`config.mk`:
```
export PLATFORM = sky130hd
export DESIGN_NAME = aoc_output_stage
export DESIGN_NICKNAME = d
export VERILOG_FILES = /design/src/hdl/aoc_output_stage.v /design/src/hdl/aoc_sat24.v /design/src/hdl/aoc_crc_step.v
export VERILOG_INCLUDE_DIRS = /design/src /design/src/hdl
export SDC_FILE = /design/constraint.sdc
export NUM_CORES = 1
export LEC_CHECK = 0
export BUFFER_PORTS_ARGS = -buffer_cell sky130_fd_sc_hd__buf_2
export CELL_PAD_IN_SITES_DETAIL_PLACEMENT = 1
export CELL_PAD_IN_SITES_GLOBAL_PLACEMENT = 1
export CORE_MARGIN = 5
export CORE_UTILIZATION = 46
export CTS_CLUSTER_SIZE = 24
export DETAILED_ROUTE_END_ITERATION = 8
export GPL_TIMING_DRIVEN = 0
export PLACE_DENSITY = 0.87
export SLEW_MARGIN = 20
export SYNTH_ARGS = -nofsm -noshare
export SYNTH_HDL_FRONTEND = slang
export SYNTH_HIERARCHICAL = 1
export SYNTH_SLANG_ARGS = --single-unit
```
`constraint.sdc`:
```
create_clock -name clk -period 4.4 [get_ports clk]
set_clock_uncertainty 0.1 [all_clocks]
set_input_delay 0.22 -clock clk [delete_from_list [all_inputs] [get_ports clk]]
set_output_delay 0.22 -clock clk [all_outputs]
set_load 0.02 [all_outputs]
```
`src/hdl/aoc_regs.vh`:
```
// register offsets, field positions, reset values and timing counts of the sample output stage
`ifndef AOC_REGS_VH
`define AOC_REGS_VH

// ==========================================================
// register offsets on the internal read port
`define AOC_OFS_CURRENT     4'h0
`define AOC_OFS_VOLT_ONE    4'h1
`define AOC_OFS_VOLT_TWO    4'h2
`define AOC_OFS_CHECKSUM    4'h3
`define AOC_OFS_TEMP_TRIM   4'h4
`define AOC_OFS_SETUP       4'h5

// ==========================================================
// setup register fields
`define AOC_SETUP_TEMP_BIT  3
`define AOC_SETUP_RATE_LO   4
`define AOC_SETUP_RATE_HI   5
`define AOC_SETUP_BW_BIT    7
`define AOC_SETUP_RESET     8'h00

// ==========================================================
// sample limits and checksum constants
`define AOC_CODE_MAX        24'h7FFFFF
`define AOC_CODE_MIN        24'h800000
`define AOC_CRC_PRESET      16'hFFFF
`define AOC_CRC_POLY        16'h1021
`define AOC_CRC_STEPS       7'h48

// ==========================================================
// output cycle lengths in input clock periods
`define AOC_DIV_RATE0       13'h0200
`define AOC_DIV_RATE1       13'h0400
`define AOC_DIV_RATE2       13'h0800
`define AOC_DIV_RATE3       13'h1000

`endif

```
`src/hdl/aoc_output_stage.v`:
```
// sample output stage: latches three channel words, checksums them, selects temperature source
//
// Behaviour
// - each channel result is a 24-bit two's-complement signed code.
// - codes clamp between 0x800000 and 0x7FFFFF.
// - the three sample registers refresh once per output cycle set by rate field.
// - output cycle is 512, 1024, 2048 or 4096 input clocks for rate 0..3.
// - a new 16-bit checksum is computed over the three samples each output cycle.
// - checksum takes one byte at a time, least significant byte of each word first.
// - within a byte, bits enter most significant first.
// - checksum input is 72 bits, bit 7 of current first, bit 16 last.
// - all sixteen state bits preset to one before the first input bit.
// - generator polynomial has coefficients 0, 5 and 12 plus x^16.
// - feedback is input xor bit 15; shift with polynomial taps for 72 steps.
// - final state stored in checksum register, state bit 0 as lsb.
// - rate 0 checksum covers same cycle samples, other rates the previous cycle.
// - checksum register readable singly and within the burst read.
// - setup bit 3 selects external input at 0 (reset) or temperature at 1.
// - two-channel variant always measures temperature, select bit ignored.
// - third converter result always lands in the second voltage sample register.
// - read-only 8-bit signed temperature trim word holds negated factory offset.
// - setup bit 7 resets to 0 for wide bandwidth, 1 selects narrow.
`timescale 1ns/1ps
module aoc_output_stage #(
    parameter FILT_W       = 28,
    parameter TWO_CHANNEL  = 0,
    parameter [7:0] TRIM_VALUE = 8'h00  // arbitrary factory trim for simulation
) (
    input  wire              clk,
    input  wire              reset_n,
    input  wire              clk_en,
    input  wire              input_clock,
    input  wire [FILT_W-1:0] filt_current,
    input  wire [FILT_W-1:0] filt_volt_one,
    input  wire [FILT_W-1:0] filt_volt_ext,
    input  wire [FILT_W-1:0] filt_temp,
    input  wire              setup_wr,
    input  wire [7:0]        setup_wdata,
    input  wire              rd_en,
    input  wire [3:0]        rd_addr,
    input  wire              burst_rd,
    input  wire [2:0]        burst_idx,
    output reg  [23:0]       rd_data,
    output reg               rd_err,
    output wire              temp_select_out,
    output wire              narrow_band_select,
    output wire [1:0]        output_rate_field,
    output reg               sample_strobe,
    output reg               crc_strobe
);
    `include "aoc_regs.vh"

    // ==========================================================
    // input clock synchroniser and edge finder
    // s1 may be metastable, so only s2 and the edge flop s3 feed any logic
    reg        iclk_s1_q;
    reg        iclk_s2_q;
    reg        iclk_s3_q;
    wire       iclk_rise;

    always @(posedge clk) begin
        if (!reset_n) begin
            iclk_s1_q <= 1'b0;
            iclk_s2_q <= 1'b0;
            iclk_s3_q <= 1'b0;
        end else if (clk_en) begin
            iclk_s1_q <= input_clock;
            iclk_s2_q <= iclk_s1_q;
            iclk_s3_q <= iclk_s2_q;
        end
    end
    assign iclk_rise = iclk_s2_q & ~iclk_s3_q;

    // ==========================================================
    // setup register
    reg [7:0] setup_q;
    always @(posedge clk) begin
        if (!reset_n)
            setup_q <= `AOC_SETUP_RESET;
        else if (clk_en && setup_wr)
            setup_q <= setup_wdata;
    end
    assign output_rate_field  = setup_q[`AOC_SETUP_RATE_HI:`AOC_SETUP_RATE_LO];
    assign narrow_band_select = setup_q[`AOC_SETUP_BW_BIT];
    // the two-channel part has no external second input, so the mux is forced
    assign temp_select_out    = (TWO_CHANNEL != 0) ? 1'b1 : setup_q[`AOC_SETUP_TEMP_BIT];

    // ==========================================================
    // output cycle divider in input clock periods
    reg  [12:0] div_q;
    reg  [12:0] div_len;
    wire        cycle_end;
    wire        div_last;

    always @* begin
        case (output_rate_field)
            2'h0:    div_len = `AOC_DIV_RATE0;
            2'h1:    div_len = `AOC_DIV_RATE1;
            2'h2:    div_len = `AOC_DIV_RATE2;
            default: div_len = `AOC_DIV_RATE3;
        endcase
    end
    // a rate write acts on the running cycle, so the first cycle after it is irregular
    assign div_last  = (div_q >= div_len - 13'h0001);
    assign cycle_end = iclk_rise && div_last;

    always @(posedge clk) begin
        if (!reset_n)
            div_q <= 13'h0000;
        else if (clk_en && iclk_rise) begin
            if (cycle_end)
                div_q <= 13'h0000;
            else
                div_q <= div_q + 13'h0001;
        end
    end

    // ==========================================================
    // clamp and latch samples
    wire [23:0] sat_cur;
    wire [23:0] sat_v1;
    wire [23:0] sat_v2;
    wire [FILT_W-1:0] third_src;

    // clamping ahead of the latch makes an overflow read as full scale, never wrapped
    assign third_src = temp_select_out ? filt_temp : filt_volt_ext;

    aoc_sat24 #(.IN_W(FILT_W)) u_sat_cur (.din(filt_current), .dout(sat_cur));
    aoc_sat24 #(.IN_W(FILT_W)) u_sat_v1  (.din(filt_volt_one), .dout(sat_v1));
    aoc_sat24 #(.IN_W(FILT_W)) u_sat_v2  (.din(third_src), .dout(sat_v2));

    reg [23:0] current_sample_q;
    reg [23:0] voltage_one_sample_q;
    reg [23:0] voltage_two_sample_q;

    always @(posedge clk) begin
        if (!reset_n) begin
            current_sample_q     <= 24'h000000;
            voltage_one_sample_q <= 24'h000000;
            voltage_two_sample_q <= 24'h000000;
            sample_strobe        <= 1'b0;
        end else if (clk_en) begin
            sample_strobe <= cycle_end;
            if (cycle_end) begin
                current_sample_q     <= sat_cur;
                voltage_one_sample_q <= sat_v1;
                voltage_two_sample_q <= sat_v2;
            end
        end
    end

    // ==========================================================
    // checksum engine: 72 serial steps
    // the snapshot decouples the engine from the next latch, so at slow rates the
    // published value lags one cycle while the fastest rate publishes the same cycle
    localparam ST_IDLE = 1'b0;
    localparam ST_RUN  = 1'b1;

    reg         st_q;
    reg [71:0]  stream_q;
    reg [6:0]   step_q;
    reg [15:0]  lfsr_q;
    reg [15:0]  pend_q;
    reg         pend_vld_q;
    reg [15:0]  sample_checksum_q;
    wire [15:0] lfsr_next;
    wire [71:0] stream_init;
    wire [23:0] cur_bytes;
    wire [23:0] v1_bytes;
    wire [23:0] v2_bytes;
    wire        last_step;
    wire        fast_rate;
    wire        publish_now;

    // lsb byte of each word first, each byte msb first: reverse byte order per word
    assign cur_bytes   = {current_sample_q[7:0], current_sample_q[15:8],
                          current_sample_q[23:16]};
    assign v1_bytes    = {voltage_one_sample_q[7:0], voltage_one_sample_q[15:8],
                          voltage_one_sample_q[23:16]};
    assign v2_bytes    = {voltage_two_sample_q[7:0], voltage_two_sample_q[15:8],
                          voltage_two_sample_q[23:16]};
    // stream bit 71 goes in first: bit 7 of the current word
    assign stream_init = {cur_bytes, v1_bytes, v2_bytes};

    assign last_step   = (step_q == `AOC_CRC_STEPS - 7'h01);
    assign fast_rate   = (output_rate_field == 2'h0);
    // slow rates hold the result to the next boundary, the lag the host expects
    assign publish_now = pend_vld_q && (fast_rate || sample_strobe);

    aoc_crc_step u_step (
        .state_in  (lfsr_q),
        .bit_in    (stream_q[71]),
        .state_out (lfsr_next)
    );

    always @(posedge clk) begin
        if (!reset_n) begin
            st_q       <= ST_IDLE;
            stream_q   <= 72'h0;
            step_q     <= 7'h00;
            lfsr_q     <= `AOC_CRC_PRESET;
            pend_q     <= 16'h0000;
        end else if (clk_en) begin
            case (st_q)
                ST_IDLE: begin
                    if (sample_strobe) begin
                        stream_q <= stream_init;
                        lfsr_q   <= `AOC_CRC_PRESET;
                        step_q   <= 7'h00;
                        st_q     <= ST_RUN;
                    end
                end
                ST_RUN: begin
                    lfsr_q   <= lfsr_next;
                    stream_q <= {stream_q[70:0], 1'b0};
                    step_q   <= step_q + 7'h01;
                    if (last_step) begin
                        pend_q <= lfsr_next;
                        st_q   <= ST_IDLE;
                    end
                end
                default: st_q <= ST_IDLE;
            endcase
        end
    end

    // a finish and a publish never share an edge, but the set wins if they ever do
    always @(posedge clk) begin
        if (!reset_n)
            pend_vld_q <= 1'b0;
        else if (clk_en) begin
            if ((st_q == ST_RUN) && last_step)
                pend_vld_q <= 1'b1;
            else if (publish_now)
                pend_vld_q <= 1'b0;
        end
    end

    // rate 0 publishes as soon as done, others at the next cycle boundary
    always @(posedge clk) begin
        if (!reset_n) begin
            sample_checksum_q <= 16'h0000;
            crc_strobe        <= 1'b0;
        end else if (clk_en) begin
            crc_strobe <= 1'b0;
            if (publish_now) begin
                sample_checksum_q <= pend_q;
                crc_strobe        <= 1'b1;
            end
        end
    end

    // ==========================================================
    // read port: single register reads and burst order
    // burst steps cover the sample words and checksum; trim and setup are single reads
    reg [3:0] eff_addr;
    always @* begin
        if (burst_rd) begin
            case (burst_idx)
                3'h0:    eff_addr = `AOC_OFS_CURRENT;
                3'h1:    eff_addr = `AOC_OFS_VOLT_ONE;
                3'h2:    eff_addr = `AOC_OFS_VOLT_TWO;
                3'h3:    eff_addr = `AOC_OFS_CHECKSUM;
                default: eff_addr = 4'hF;
            endcase
        end else
            eff_addr = rd_addr;
    end

    reg [23:0] rd_next;
    reg        rd_bad;
    always @* begin
        rd_next = 24'h000000;
        rd_bad  = 1'b0;
        case (eff_addr)
            `AOC_OFS_CURRENT:   rd_next = current_sample_q;
            `AOC_OFS_VOLT_ONE:  rd_next = voltage_one_sample_q;
            `AOC_OFS_VOLT_TWO:  rd_next = voltage_two_sample_q;
            `AOC_OFS_CHECKSUM:  rd_next = {8'h00, sample_checksum_q};
            `AOC_OFS_TEMP_TRIM: rd_next = {16'h0000, TRIM_VALUE};
            `AOC_OFS_SETUP:     rd_next = {16'h0000, setup_q};
            default:            rd_bad  = 1'b1;
        endcase
    end

    // word and error load on the same edge, so an answer is never half old
    always @(posedge clk) begin
        if (!reset_n) begin
            rd_data <= 24'h000000;
            rd_err  <= 1'b0;
        end else if (clk_en && (rd_en || burst_rd)) begin
            rd_data <= rd_next;
            rd_err  <= rd_bad;
        end
    end
endmodule // aoc_output_stage

```
`src/hdl/aoc_sat24.v`:
```
// clamps a wide signed filter result into the 24-bit signed code span
`timescale 1ns/1ps
module aoc_sat24 #(
    parameter IN_W = 28
) (
    input  wire [IN_W-1:0] din,
    output reg  [23:0]     dout
);
    `include "aoc_regs.vh"
    wire signed [IN_W-1:0] s_din = din;
    wire signed [IN_W-1:0] s_max = {{(IN_W-24){1'b0}}, `AOC_CODE_MAX};
    wire signed [IN_W-1:0] s_min = {{(IN_W-24){1'b1}}, `AOC_CODE_MIN};

    always @* begin
        if (s_din > s_max)
            dout = `AOC_CODE_MAX;
        else if (s_din < s_min)
            dout = `AOC_CODE_MIN;
        else
            dout = din[23:0];
    end
endmodule // aoc_sat24

```
`src/hdl/aoc_crc_step.v`:
```
// one serial step of the ccitt checksum shift register
`timescale 1ns/1ps
module aoc_crc_step (
    input  wire [15:0] state_in,
    input  wire        bit_in,
    output wire [15:0] state_out
);
    `include "aoc_regs.vh"
    wire        fb;
    wire [15:0] poly;

    assign poly      = `AOC_CRC_POLY;
    assign fb        = bit_in ^ state_in[15];
    assign state_out = {state_in[14:0], 1'b0} ^ ({16{fb}} & poly);
endmodule // aoc_crc_step

```
# == Word level (Yosys, flattened, before mapping) ==
# Index checks and enable logic that the tools add are counted.
# word_totals
reg_bits,252
n_memories,0
wordCells,89
latchBits,0
romBits,0
ram_bits,0
out_inout_bits,31
# classes
magnitude_cmp,7
add_sub_neg,3
eq_ne,12
n_bitwise,5
shift,0
multipliers,0
n_reduce_logical,18
muxes,25
div_mod_pow,0
# ops
operator,count
$mux W24,6
$pmux W72 S2,1
$pmux W24 S5,1
$gt A28 B24 Y1 const B,3
$lt A28 B24 Y1 const B,3
$mux W72,1
$pmux W13 S3,1
$pmux W16 S2,1
$mux W28,1
$mux W16,1
$pmux W4 S4,1
$xor A16 B13 Y16,1
$pmux W7 S2,1
$add A13 B1 Y13 const B,1
$ge A13 B13 Y1,1
$mux W13,1
$sub A13 B1 Y13 const B,1
$eq A4 B2 Y1 const B,2
$eq A4 B3 Y1 const B,2
$reduce_and A2 Y1,4
$add A7 B1 Y7 const B,1
$eq A7 B7 Y1 const B,1
$mux W7,1
$eq A3 B2 Y1 const B,2
other kinds (19),31

# == Logic depth before layout (Yosys ltp) ==
# depth
word_depth,6
depth_mapped,9

# == Hierarchy ==
# The synthesis kept the hierarchy.
# modules_own_cells
mod,cells_each,area_per_inst_um2,n_inst,seq_area_each_um2
aoc_output_stage,1202,11300.8,1,5044.8
aoc_sat24,87,666.9,3,0.0
aoc_crc_step,17,161.4,1,0.0

# == Worst setup path before layout ==
# OpenSTA, ideal clock, no wires.
# synth_timing
kind,register to register
start,reg setup_q[3]
end,reg voltage_two_sample_q[10]
period_less_slack_ns,2.167
setup_ns,0.072
stages_incl_launch_ff,9
n_path_buf,3
path_slack_ns,2.233
arrival_ns,1.996
required_time_ns,4.228
cell_sequence,dfxtp_1 > clkbuf_1 > mux2_2 > buf_2 > nor2b_2 > buf_2 > a221oi_2 > nand2_1 > mux2i_1
# synth_between
elab_chain_cells,4
word_cells_on_any_way,5
cone_classes,2 x order compare; 3 x mux
# synth_lines
item,line_no,text
start: declaration,aoc_output_stage.v:76,reg [7:0] setup_q;
start signal: assignment,aoc_output_stage.v:79,setup_q <= `AOC_SETUP_RESET;
start signal: assignment,aoc_output_stage.v:81,setup_q <= setup_wdata;
$mux W28 *,aoc_output_stage.v:126,assign third_src = temp_select_out ? filt_temp : filt_volt_ext;
named net third_src[27],aoc_output_stage.v:123,wire [FILT_W-1:0] third_src;
$lt A28 B24 Y1,aoc_sat24.v:17,else if (s_din < s_min)
$mux W24,aoc_sat24.v:17,
$mux W24 *,aoc_sat24.v:15,if (s_din > s_max)
named net sat_v2[10],aoc_output_stage.v:122,wire [23:0] sat_v2;
end signal: assignment,aoc_output_stage.v:147,voltage_two_sample_q <= sat_v2;
end: declaration,aoc_output_stage.v:134,reg [23:0] voltage_two_sample_q;
# Mark *: on every way through the listed nets, which the timed path passes. The rest lies on a longest branch.
# A chain may end at the register's enable or synchronous reset.

# == Worst setup path after layout ==
# layout_timing
start,reg setup_q[4]
end,reg current_sample_q[20]
# layout_between
elab_chain_cells,6
word_cells_on_any_way,8
cone_classes,1 x add/sub; 1 x order compare; 2 x eq/ne; 1 x mux; 3 x reduce/logical
# layout_lines
item,line_no,text
"$eq A2 B2 Y1, or another cell as far along",aoc_output_stage.v:96,case (output_rate_field)
$pmux W13 S3 *,aoc_output_stage.v:96,
$sub A13 B1 Y13 *,aoc_output_stage.v:104,assign div_last = (div_q >= div_len - 13'h0001);
$ge A13 B13 Y1 *,aoc_output_stage.v:104,
$logic_and A1 B1 Y1 *,aoc_output_stage.v:105,assign cycle_end = iclk_rise && div_last;
$reduce_and A2 Y1 (no source line) *,--,
end signal: assignment,aoc_output_stage.v:145,current_sample_q <= sat_cur;
end: declaration,aoc_output_stage.v:132,reg [23:0] current_sample_q;
# Every way passes the cells marked *; elsewhere a longest branch is shown, timed or not.

==> summary.md <==
| Metric | Value |
|---|---|
| Floorplan row count | `62` |
| Routing usage on met3 | `5.07%` |
| Leading cell type in the layout, fill and taps excluded | `nand2_1` |
| N_diodes | `0` |
| Setup TNS | `0 ns` |
| Initial drt markers | `768` |
| Post CTS Setup Buffer Count | `0` |
| Post-DP HPWL | `33.4 mm` |
| Chip height | `181 um` |
| Final instance area | `0.0158 sq mm` |
| CP peak stage delay | `0.45 ns` |
| Synth Cell Area | `0.0135 sq mm` |
| CP required | `4.76 ns` |
| CP Cell Sequence | `nand2_1 > ha_1 > a21o_1 > a21oi_1 > a21oi_1 > a31oi_1 > buf_2 > buf_2 > mux2i_1` |
| Final wirelength | `46.9 mm` |
| Crit path max fanout | `10` |
| Drt first pass iters | `6` |
| CTS sink cnt | `252` |
| Slew Limit Fails | `0` |
| Yosys warnings | `6` |
| Max Cap Viol | `0` |
| Clock buffer depth | `3` |
| CP Buf/Inv Count | `2` |
| Routed Antenna Nets | `0` |
| CTS resizes | `0` |
| Int Pwr | `3.79 mW` |
| Gr busiest metal | `met2` |
| Worst setup EP type | `register` |
| Slew margin rel. | `34.8%` |
| CP top delay family | `compound AO/OA/AOI/OAI gates` |
| Syn_area_per_cell | `9.10 sq um` |
| Status | `completed` |
| # placed instances | `2024` |
| Sequential area share after synthesis | `37.5%` |
| Die X | `181 um` |
| Finished Layout Cells | `2094` |
| Mapped Nets | `1620` |
| Fillers | `3365` |
| Fin crit share | `67.7%` |
| Die area | `0.0328 sq mm` |
| Initial antenna violation count | `1` |
| Final Util | `55.0%` |
| FF+latch count, synth | `252` |
| Residual DRC | `0` |
| PwrDens | `322 mW/mm^2` |
| Vias | `12525` |
| Top FF cell, synth | `dfxtp_1` |
| Final Hold Viols | `0` |
| Worst-Margin Slew | `0.974 ns` |
| Inserted Clock Buffers | `27` |
| Grt met2 use | `45.8%` |
| Port Buf Inserts | `160` |
| TritonCTS clock tree | `yes` |
| Crit path DAT | `3.34 ns` |
| Global routing usage on met1 | `33.8%` |
| Flop pwr share | `45.0%` |
| Routability-driven placement congestion ratio | `0.938` |
| Worst-Skew Late Latency | `0.55 ns` |
| Pin count of the biggest net entering global routing | `14` |
| Sw Share | `25.5%` |
| Critical path type | `reg2reg` |
| Async SR Flop Fraction | `0%` |
| Combinational share of power | `10.2%` |
| Share of cells above drive strength 1 | `22.7%` |
| First-pass GRT wire length | `74.4 mm` |
| Proportion of power drawn by the clock network | `44.9%` |
| Fin crit period | `2.98 ns` |
| RSZ-0062 raised after global routing | `no` |
| Final net count | `1830` |
| Setup crit start kind | `register` |
| Core area | `0.0288 sq mm` |
| Syn-to-layout area delta | `17.6%` |
| Post-synth EDFFs | `0` |
| Final Setup Violations | `0` |
| Pleak | `7.26 nW` |
| Hold crit path type | `in2reg` |
| H-tree Lvls | `1` |
| Clock-pin slew of the registers on the worst-case setup and hold paths | `0.06 ns` |
| Peak supply drop | `225 uV` |
| Synth unique cells | `51` |
| Hold Buf Count CTS | `21` |
| WL per Instance | `22.4 um` |
| Cells after Synth | `1480` |
| Initial core utilization | `46.8%` |
| Most frequent cells in the layout | `287 x nand2_1, 252 x dfxtp_1, 217 x buf_2` |
| Vias in the first global route | `13456` |
| CTS Root Cell | `clkbuf_16` |
| GRT Resource Usage Total | `27.7%` |
| Post-DP Area | `0.0147 sq mm` |
| Drt via density | `5.98` |
| Crit-path slowest cell | `dfxtp_1` |
| F_max | `336 MHz` |
| Sw Pwr | `1.30 mW` |
| IO Count | `165` |
| GRT overflow | `0` |
tightest hold or removal path, delay by kind of cell:
| family | cells | cell delay, ns |
|---|---|---|
| compound gates | 1 | 0.06 |
| mux | 1 | 0.06 |
| simple gates | 2 | 0.15 |
| buf+inv | 1 | 0.10 |
final timing paths:
check | depth (start not counted) | slack, ns | from | end
max | 9 | 1.42 | setup_q[4]$_SDFFE_PN0P_ | current_sample_q[20]$_SDFFE_PN0P_
min | 5 | 0.006 | filt_volt_one[8] | voltage_one_sample_q[8]$_SDFFE_PN0P_
max reg2reg | 9 | 1.42 | setup_q[4]$_SDFFE_PN0P_ | current_sample_q[20]$_SDFFE_PN0P_
min reg2reg | 2 | 0.40 | voltage_two_sample_q[1]$_SDFFE_PN0P_ | voltage_two_sample_q[1]$_SDFFE_PN0P_
synthesized netlist by cell type (all sizes together), types with 7 or more instances:
library cell / n / area share [%]
nand2: 287 / 8.0
nor2: 84 / 2.3
a21boi: 13 / 0.72
dfxtp: 252 / 37
o221ai: 7 / 0.46
mux2i: 188 / 14
a221oi: 76 / 7.7
a21oi: 18 / 0.70
o211a: 71 / 5.3
o22ai: 16 / 0.74
and2: 13 / 0.60
nor2b: 43 / 2.1
clkbuf: 71 / 2.0
a22oi: 11 / 0.61
nand4: 78 / 3.6
mux2: 29 / 2.4
o2bb2ai: 8 / 0.52
buf: 88 / 4.0
xnor2: 10 / 0.65
nor3: 8 / 0.41
and3: 14 / 0.65
nand3: 17 / 0.63
a222oi: 8 / 0.59
o21ai: 25 / 0.93
per-layer routing:
metal	vias to the layer above	wire, um	part of all wire [%]
met5	-	13	0.028
met4	2	3180	6.8
met3	161	3380	7.2
met2	504	21800	46
met1	6078	18500	40
li1	5780	-	-
flip-flops by register name (all words and copies together) (netlist names):
register,flops
iclk_s2_q,1
pend_vld_q,1
rd_data,24
sample_strobe,1
setup_q,8
current_sample_q,24
lfsr_q,16
crc_strobe,1
voltage_one_sample_q,24
iclk_s3_q,1
rd_err,1
iclk_s1_q,1
div_q,13
step_q,7
voltage_two_sample_q,24
st_q,1
stream_q,72
sample_checksum_q,16
pend_q,16
power by group through the flow:
| stage | clock network, mW | registers (mW) | logic, mW |
|---|---|---|---|
| global route | 2.40 | 2.29 | 0.563 |
| detailed placement | 0 | 2.34 | 0.491 |
| floorplan | 0 | 2.34 | 0.321 |
| finish | 2.29 | 2.29 | 0.518 |
| CTS | 2.29 | 2.29 | 0.512 |
| global placement | 0 | 2.34 | 0.476 |
through the flow:
stage | setup WS [ns] | hold slack [ns] | power [mW]
4_1_cts | 1.37 | 0.000624 | 5.10
3_3_place_gp | 1.57 | 0.353 | 2.82
5_1_grt | 1.29 | 0.0194 | 5.26
2_1_floorplan | 2.23 | 0.289 | 2.66
3_5_place_dp | 1.44 | 0.371 | 2.83
6_report | 1.42 | 0.00584 | 5.09
layout make-up:
cell class              count  area, sq um  share of cell area [%]
multi-input cells        1063         7590                    48.0
flip-flops and latches    252         5040                    31.9
inverters                   6         22.5                   0.142
plain buffers             159          803                    5.07
clock buffers              39          791                    4.99
well taps                 384          480                    3.03
clock inverters            10         86.3                   0.545
repair buffers            181         1010                    6.39
cells by family (layout without fill, tap and decap cells):
| kind of cell | count (synthesis) | count (layout) | share of synthesized area (%) |
|---|---|---|---|
| flip-flops | 252 | 252 | 37.5 |
| other | 1 | 1 | 0.0279 |
| XOR/XNOR | 15 | 15 | 1.20 |
| multiplexers | 217 | 217 | 16.5 |
| buffers and inverters | 165 | 395 | 6.13 |
| AND/OR/NAND/NOR | 560 | 560 | 19.2 |
| AO/OA/AOI/OAI | 264 | 264 | 18.9 |
| adder cells (fa/ha/maj) | 6 | 6 | 0.558 |
No activity file was read; power rests on OpenSTA's default activity.
